File: config.mk
export PLATFORM = sky130hd
export DESIGN_NAME = dout_mapper
export DESIGN_NICKNAME = d
export VERILOG_FILES = /design/src/dout_mapper.v
export VERILOG_INCLUDE_DIRS = /design/src
export SDC_FILE = /design/constraint.sdc
export NUM_CORES = 2
export LEC_CHECK = 0
export ABC_AREA = 1
export BUFFER_PORTS_ARGS = -buffer_cell sky130_fd_sc_hd__buf_2
export CORE_MARGIN = 3
export CORE_UTILIZATION = 60
export DETAILED_ROUTE_END_ITERATION = 6
export GPL_TIMING_DRIVEN = 0
export PLACE_DENSITY = 0.77
export SLEW_MARGIN = 20
export SYNTH_ARGS = -nofsm -noshare
export SYNTH_HDL_FRONTEND = slang
export SYNTH_SLANG_ARGS = --single-unit
export TNS_END_PERCENT = 100
File: constraint.sdc
create_clock -name core_clk_i -period 144.9 [get_ports core_clk_i]
set_clock_uncertainty 0.05 [all_clocks]
set_input_delay 0 -clock core_clk_i [delete_from_list [all_inputs] [get_ports core_clk_i]]
set_output_delay 0 -clock core_clk_i [all_outputs]
set_load 0.01 [all_outputs]
File: src/dout_mapper_consts.vh
// Constants for the digital output sensor mapper.
`ifndef DOUT_MAPPER_CONSTS_VH
`define DOUT_MAPPER_CONSTS_VH
`define OFS_CONFIG        12'h000
`define OFS_VALUE         12'h004
`define OFS_SCALE_LOW     12'h008
`define OFS_SCALE_HIGH    12'h00c
`define OFS_SENSOR0       12'h010
`define OFS_STATUS        12'h020
`define CFG_TYPE_LSB      8
`define CFG_MAP_LSB       12
`define CFG_SRANGE_BIT    5
`define CFG_RESET         16'h0000
`define TYPE_NULL         2'h0
`define TYPE_ONOFF        2'h1
`define TYPE_PWM          2'h2
`define TYPE_SERVO        2'h3
`define MAP_NONE          3'h0
`define PERIOD_NS         20
`define FRAME_US          20000
`define FRAME_CYC         ((`FRAME_US * 1000) / `PERIOD_NS)
`define PULSE_0P5_US      500
`define PULSE_1P0_US      1000
`define PULSE_2P0_US      2000
`define PULSE_2P5_US      2500
`define US_CYC            (1000 / `PERIOD_NS)
`define PWM_STEPS         100
`endif

File: src/dout_mapper.v
// Digital output stage that maps a sensor value or a set percentage to on/off, PWM or servo output.
//
// Behaviour
// - A source field selects no sensor or one of sensors zero to three.
// - With no sensor selected the output follows a 0 to 100 percent value.
// - With a sensor selected and mapping supported the output tracks it.
// - Mapped PWM is 0 percent at or below low and 100 percent at or above high.
// - Mapped servo is minimum pulse at or below low and maximum at or above.
// - Servo range zero spans 1.0 to 2.0 ms and range one spans 0.5 to 2.5 ms.
// - With the mapping capability bit clear the source selection is ignored.
// - Output type 0 is null, 1 on/off, 2 PWM and 3 servo.
//
// Chosen here: register access over APB and the register addresses.
`timescale 1ns/1ns
`include "dout_mapper_consts.vh"
module dout_mapper #(
  parameter [31:0] FRAME_CYC = `FRAME_CYC,
  parameter        MAP_CAPABLE = 1'b1
)
(
  input  wire        core_clk_i,
  input  wire        sys_rst_i,
  input  wire        psel_i,
  input  wire        penable_i,
  input  wire        pwrite_i,
  input  wire [11:0] paddr_i,
  input  wire [31:0] pwdata_i,
  output reg  [31:0] prdata_o,
  output reg         pready_o,
  output reg         pslverr_o,
  output reg         dout_o,
  output reg         dout_oe_o,
  output reg  [6:0]  level_pct_o
);

  reg  [15:0] config_r;
  reg  [6:0]  value_r;
  reg  [15:0] scale_low_r;
  reg  [15:0] scale_high_r;
  reg  [15:0] sensor_r [0:3];
  reg  [31:0] frame_cnt_r;
  reg  [6:0]  pct_r;
  reg  [15:0] sel_val;
  reg  [31:0] num;
  reg  [31:0] span;
  reg  [6:0]  pct_nxt;
  reg  [31:0] high_cyc;
  reg  [31:0] min_us;
  reg  [31:0] width_us;
  reg  [31:0] quot;
  reg  [31:0] rd_nxt;
  reg  [31:0] duty_r;
  wire [1:0]  out_type;
  wire [2:0]  map_sel;
  wire        mapped;
  wire        access;
  wire        addr_ok;
  wire        wr_hit;
  wire        rd_hit;
  genvar      g;

  // Sensor registers occupy four consecutive words.
  function is_sensor;
    input [11:0] a;
    begin
      is_sensor = (a[11:4] == `OFS_SENSOR0 >> 4) && (a[1:0] == 2'b00);
    end
  endfunction

  // The whole word is compared, so a large value clamps instead of wrapping.
  function [6:0] clamp_pct;
    input [31:0] d;
    begin
      if (d > 32'd100)
        clamp_pct = 7'd100;
      else
        clamp_pct = d[6:0];
    end
  endfunction

  assign out_type = config_r[`CFG_TYPE_LSB +: 2];
  assign map_sel  = config_r[`CFG_MAP_LSB +: 3];
  assign mapped   = MAP_CAPABLE && (map_sel != `MAP_NONE);
  assign access   = psel_i && penable_i;
  assign addr_ok  = (paddr_i == `OFS_CONFIG) || (paddr_i == `OFS_VALUE) ||
                    (paddr_i == `OFS_SCALE_LOW) ||
                    (paddr_i == `OFS_SCALE_HIGH) ||
                    (paddr_i == `OFS_STATUS) || is_sensor(paddr_i);

  // A write lands on the completing edge, while the master still holds
  // address and data, so a stalled access never changes a register early.
  assign wr_hit = access && pready_o && pwrite_i;
  assign rd_hit = access && !pready_o && !pwrite_i;

  // One wait state keeps the answer registered rather than combinational.
  always @(posedge core_clk_i)
  begin
    if (sys_rst_i)
    begin
      pready_o  <= 1'b0;
      pslverr_o <= 1'b0;
    end
    else
    begin
      pready_o  <= access && !pready_o;
      pslverr_o <= access && !pready_o && !addr_ok;
    end
  end

  always @(posedge core_clk_i)
  begin
    if (sys_rst_i)
      config_r <= `CFG_RESET;
    else if (wr_hit && paddr_i == `OFS_CONFIG)
      config_r <= pwdata_i[15:0];
  end

  always @(posedge core_clk_i)
  begin
    if (sys_rst_i)
      value_r <= 7'h00;
    else if (wr_hit && paddr_i == `OFS_VALUE)
      value_r <= clamp_pct(pwdata_i);
  end

  always @(posedge core_clk_i)
  begin
    if (sys_rst_i)
      scale_low_r <= 16'h0000;
    else if (wr_hit && paddr_i == `OFS_SCALE_LOW)
      scale_low_r <= pwdata_i[15:0];
  end

  always @(posedge core_clk_i)
  begin
    if (sys_rst_i)
      scale_high_r <= 16'hffff;
    else if (wr_hit && paddr_i == `OFS_SCALE_HIGH)
      scale_high_r <= pwdata_i[15:0];
  end

  // Sensor words are written by software, standing in for the measurements.
  generate
    for (g = 0; g < 4; g = g + 1)
    begin : sens
      always @(posedge core_clk_i)
      begin
        if (sys_rst_i)
          sensor_r[g] <= 16'h0000;
        else if (wr_hit && is_sensor(paddr_i) && paddr_i[3:2] == g)
          sensor_r[g] <= pwdata_i[15:0];
      end
    end
  endgenerate

  // Unmapped addresses read as zero.
  always @*
  begin
    rd_nxt = 32'h0000_0000;
    case (paddr_i)
      `OFS_CONFIG:     rd_nxt = {16'h0000, config_r[15:12],
                                 MAP_CAPABLE[0], config_r[10:0]};
      `OFS_VALUE:      rd_nxt = {25'h0, value_r};
      `OFS_SCALE_LOW:  rd_nxt = {16'h0000, scale_low_r};
      `OFS_SCALE_HIGH: rd_nxt = {16'h0000, scale_high_r};
      `OFS_STATUS:     rd_nxt = {25'h0, pct_r};
      default:
      begin
        if (is_sensor(paddr_i))
          rd_nxt = {16'h0000, sensor_r[paddr_i[3:2]]};
      end
    endcase
  end

  always @(posedge core_clk_i)
  begin
    if (sys_rst_i)
      prdata_o <= 32'h0000_0000;
    else if (rd_hit)
      prdata_o <= rd_nxt;
  end

  // Percent is computed once per input change; a divider truncates it toward zero.
  always @*
  begin
    sel_val = sensor_r[map_sel[1:0] - 2'd1];
    num     = 32'h0;
    span    = 32'h1;
    quot    = 32'h0;
    if (!mapped)
      pct_nxt = value_r;
    else if (sel_val <= scale_low_r)
      pct_nxt = 7'd0;
    else if (sel_val >= scale_high_r)
      pct_nxt = 7'd100;
    else
    begin
      num     = {16'h0, sel_val - scale_low_r} * `PWM_STEPS;
      span    = {16'h0, scale_high_r - scale_low_r};
      quot    = num / span;
      pct_nxt = quot[6:0];
    end
  end

  // Servo width spans the selected range linearly with the percentage.
  always @*
  begin
    if (config_r[`CFG_SRANGE_BIT])
    begin
      min_us   = `PULSE_0P5_US;
      width_us = `PULSE_2P5_US - `PULSE_0P5_US;
    end
    else
    begin
      min_us   = `PULSE_1P0_US;
      width_us = `PULSE_2P0_US - `PULSE_1P0_US;
    end
  end

  always @*
  begin
    if (out_type == `TYPE_SERVO)
      high_cyc = (min_us + (width_us * pct_r) / 100) * `US_CYC;
    else
      high_cyc = (FRAME_CYC / 100) * pct_r;
  end

  // The high time is taken only at a frame boundary, so a change in the
  // middle of a frame never yields a runt or a doubled pulse.
  always @(posedge core_clk_i)
  begin
    if (sys_rst_i)
      duty_r <= 32'h0;
    else if (frame_cnt_r >= FRAME_CYC - 1)
      duty_r <= high_cyc;
  end

  // One frame counter serves PWM and servo; on/off ignores it.
  always @(posedge core_clk_i)
  begin
    if (sys_rst_i)
      frame_cnt_r <= 32'h0;
    else if (frame_cnt_r >= FRAME_CYC - 1)
      frame_cnt_r <= 32'h0;
    else
      frame_cnt_r <= frame_cnt_r + 32'h1;
  end

  // The reported level trails the internal percentage by one register.
  always @(posedge core_clk_i)
  begin
    if (sys_rst_i)
    begin
      pct_r       <= 7'h00;
      level_pct_o <= 7'h00;
    end
    else
    begin
      pct_r       <= pct_nxt;
      level_pct_o <= pct_r;
    end
  end

  // Null leaves the pin released; every other type drives it.
  always @(posedge core_clk_i)
  begin
    if (sys_rst_i)
    begin
      dout_o    <= 1'b0;
      dout_oe_o <= 1'b0;
    end
    else
    begin
      case (out_type)
        `TYPE_NULL:
        begin
          dout_o    <= 1'b0;
          dout_oe_o <= 1'b0;
        end
        `TYPE_ONOFF:
        begin
          dout_o    <= (pct_r != 7'd0);
          dout_oe_o <= 1'b1;
        end
        default:
        begin
          dout_o    <= (frame_cnt_r < duty_r);
          dout_oe_o <= 1'b1;
        end
      endcase
    end
  end

endmodule

==> flow_metrics.env <==
export IMPL_cts_setup_buffers=0
export IMPL_ys_warn_count=0
export IMPL_layout_setup_ws_ps=37130
export IMPL_cts_sinks=205
export IMPL_gr_usage_all_layers=0.3000
export IMPL_firstDrtPassIters=7
export IMPL_period_share=0.7438
export IMPL_ys_seq_area_frac=0.1094
export IMPL_remaining_drc_errors=17
export IMPL_die_x_um=274.9
export IMPL_rsz0062_at_grt="no"
export IMPL_die_h_um=274.9
export IMPL_clk_pin_slew_ps=60
export IMPL_num_vias=43189
export IMPL_grt_antenna_before_repair=1
export IMPL_place_ws_ps=38190
export IMPL_critical_path_startpoint_type="register"
export IMPL_clkPwrFrac=0.096
export IMPL_drtIter0Drc=3163
export IMPL_finalWirelength_um=116300
export IMPL_outcome="finished with violations"
export IMPL_detail_route_antenna_nets=0
export IMPL_drive_above_1_share=0.09978
export IMPL_ys_ff_latch=205
export IMPL_slowest_delay_ps=700
export IMPL_dpl_hpwl_um=96880
export IMPL_hold_path_class="in -> reg"
export IMPL_worstSetupPathType="reg -> reg"
export IMPL_setup_viol=0
export IMPL_cellLeakagePower_nw=26.28
export IMPL_grt_overflow=0
export IMPL_grt_max_degree=33
export IMPL_grt_pass1_vias=39496
export IMPL_p_seq_frac=0.107
export IMPL_cp_required_ps=145240
export IMPL_async_flop_share=0
export IMPL_crit_fanout=10
export IMPL_power_frac_comb=0.797
export IMPL_internal_power_mw=0.2597
export IMPL_timing_hold_ws_ps=59.95
export IMPL_core_area_um2=70880
export IMPL_min_period_ps=107770
export IMPL_io_buffers=75
export IMPL_place_congestion=1.033
export IMPL_ys_flop_type="dfxtp_1"
export IMPL_max_clock_freq_mhz=9.279
export IMPL_critPathSlowestCell="o22ai_1"
export IMPL_clock_latency_ps=520
export IMPL_cp_arrival_ps=108110
export IMPL_root_buffer="clkbuf_16"
export IMPL_area_delta_synth_final_pct=6.923
export IMPL_numCtsBuffers=22
export IMPL_initial_core_util=0.6120
export IMPL_cts_max_level=1
export IMPL_crit_top_cell="nand2_1"
export IMPL_cp_end_kind="register"
export IMPL_drv_slew=0
export IMPL_drv_cap=0
export IMPL_layout_nets=7580
export IMPL_num_io_pins=92
export IMPL_synth_edf_count=64
export IMPL_worst_pin_slew_ps=1103
export IMPL_clk_path_buf_depth=3
export IMPL_syn_inst=6654
export IMPL_nFillCells=6614
export IMPL_slew_headroom=0.2622
export IMPL_dieArea_um2=75550
export IMPL_p_switching_mw=0.3063
export IMPL_syn_cell_area_um2=43370
export IMPL_diodes=0
export IMPL_rows=97
export IMPL_vias_per_cell=5.548
export IMPL_syn_area_per_cell_um2=6.519
export IMPL_final_hold_viol_count=0
export IMPL_fin_tns_setup_ps=0
export IMPL_p_per_area_nw_per_um2=12.21
export IMPL_routedWlPerCell_um=14.94
export IMPL_ir_worst_vdd_mv=0.01671
export IMPL_violations="design-rule violations"
export IMPL_power_share_switching=0.5411
export IMPL_grt_pass1_wl_um=191100
export IMPL_synthDistinctLibCells=90
export IMPL_cts_tree="done"
-- final timing paths --
| check | slack [ps] | depth (start not counted) | to | from |
|---|---|---|---|---|
| min | 60 | 3 | sensor_r[3][0]$_SDFFCE_PN0P_ | paddr_i[2] |
| max reg2reg | 37130 | 644 | pct_r[0]$_SDFF_PP0_ | config_r[12]$_SDFFE_PP0P_ |
| min reg2reg | 400 | 1 | frame_cnt_r[0]$_SDFF_PP0_ | frame_cnt_r[0]$_SDFF_PP0_ |
| max | 37130 | 644 | pct_r[0]$_SDFF_PP0_ | config_r[12]$_SDFFE_PP0P_ |
-- Yosys cell counts (all sizes together), types with 2 or more instances --
master / count / area [um2]
xor2: 224 / 1981
a211oi: 20 / 162.7
nor3b: 9 / 67.56
and2: 11 / 68.82
a32o: 2 / 20.02
a2111oi: 6 / 53.80
xnor2: 149 / 1320
a21boi: 9 / 67.56
a21oi: 475 / 2422
a31oi: 30 / 187.7
nand3: 369 / 2425
fa: 52 / 1041
nand3b: 35 / 270.3
bufinv: 2 / 35.03
or2: 59 / 371.6
o31ai: 17 / 127.6
a221o: 2 / 20.02
dfxtp: 141 / 2823
o21a: 11 / 82.58
nand4: 103 / 735.7
a311oi: 3 / 26.28
o2111ai: 5 / 43.79
clkbuf: 92 / 366.6
nor3: 57 / 301.5
buf: 47 / 454.2
clkinv: 26 / 121.4
o21ai: 491 / 2540
a22oi: 37 / 277.8
a21o: 54 / 407.9
o211ai: 29 / 217.7
nor2: 599 / 2680
o221ai: 15 / 131.4
inv: 1048 / 3939
edfxtp: 64 / 1922
o21bai: 40 / 315.3
nor4: 25 / 156.4
a221oi: 11 / 96.34
ha: 649 / 8120
conb: 2 / 7.510
o22ai: 30 / 187.7
nand2: 1595 / 6696
-- worst max-delay path: cells and delay by family (launching register included) --
| family | cells | cell delay, ps |
|---|---|---|
| AO/OA/AOI/OAI | 226 | 43870 |
| AND/OR/NAND/NOR | 226 | 26200 |
| buffers and inverters | 152 | 23960 |
| adder cells (fa/ha/maj) | 38 | 12350 |
| flip-flops | 1 | 310 |
| multiplexers | 1 | 290 |
| XOR/XNOR | 1 | 270 |
-- area by class of cell --
type	count	area, um2	share of cell area
plain buffers	140	830.8	0.01791
clock buffers	32	629.4	0.01357
clock inverters	7	60.06	0.001295
inverters	1076	4095	0.08830
multi-input cells	5270	33920	0.7313
flip-flops and latches	205	4745	0.1023
well taps	940	1176	0.02536
repair buffers	115	923.4	0.01991
-- power by group through the flow --
| stage | Combinational [mW] | Sequential, mW | Clock (mW) |
|---|---|---|---|
| 2_1_floorplan | 0.372 | 0.0618 | 0 |
| 3_3_place_gp | 0.435 | 0.0618 | 0 |
| 3_5_place_dp | 0.447 | 0.0618 | 0 |
| 4_1_cts | 0.450 | 0.0606 | 0.0543 |
| 5_1_grt | 0.512 | 0.0607 | 0.0564 |
| 6_report | 0.451 | 0.0606 | 0.0544 |
-- registers in the layout, summed over array words and instances (netlist names), 7 cells and up --
signal        cells
prdata_o         16
duty_r           21
level_pct_o       7
scale_low_r      16
value_r           7
config_r         15
sensor_r         64
pct_r             7
frame_cnt_r      32
scale_high_r     16
-- placed cells by master, fill, tap and decap left out, drive strengths merged, types with 59 or more instances in the layout --
| master | count |
|---|---|
| xor2 | 224 |
| xnor2 | 149 |
| dfxtp | 141 |
| nand4 | 103 |
| nand3 | 369 |
| a21oi | 475 |
| nand2 | 1595 |
| nor2 | 599 |
| edfxtp | 64 |
| inv | 1048 |
| ha | 649 |
| or2 | 59 |
| o21ai | 491 |
| buf | 141 |
| clkbuf | 124 |
-- metrics by stage --
step / area, um2 / power [mW] / util / cells
2_1_floorplan: 43510 / 0.4337 / - / 6691
3_3_place_gp: 45060 / 0.4968 / 0.6358 / 7706
3_5_place_dp: 45470 / 0.5087 / 0.6416 / 7725
4_1_cts: 46370 / 0.5644 / 0.6543 / 7785
5_1_grt: 46380 / 0.6294 / 0.6543 / 7785
6_report: 46380 / 0.5660 / 0.6543 / 7785
-- metal layers --
metal / share of wire / wire length (um) / global-route usage
met1: 0.46 / 53430 / 0.4025
met2: 0.44 / 51290 / 0.5056
met3: 0.071 / 8316 / 0.04300
met4: 0.028 / 3259 / 0.07588
met5: 0.00011 / 13 / 0
-- repair_timing --
item,4_1_cts,5_1_grt
endpoints found under the hold margin,99,0
resized for setup,0,0
hold buffers,21,0
-- cell families (layout without fill, tap and decap cells) --
kind of cell    after synthesis  in the layout  share of synthesized area
simple gates               2864           2864                     0.3178
mux                           2              2                  0.0004904
fa+ha+maj                   701            701                     0.2112
flops                       205            205                     0.1094
buf+inv                    1216           1370                     0.1136
compound gates             1291           1291                     0.1712
xor+xnor                    373            373                    0.07610
other cells                   2             39                  0.0001731
(Power assumes the default switching activity.)
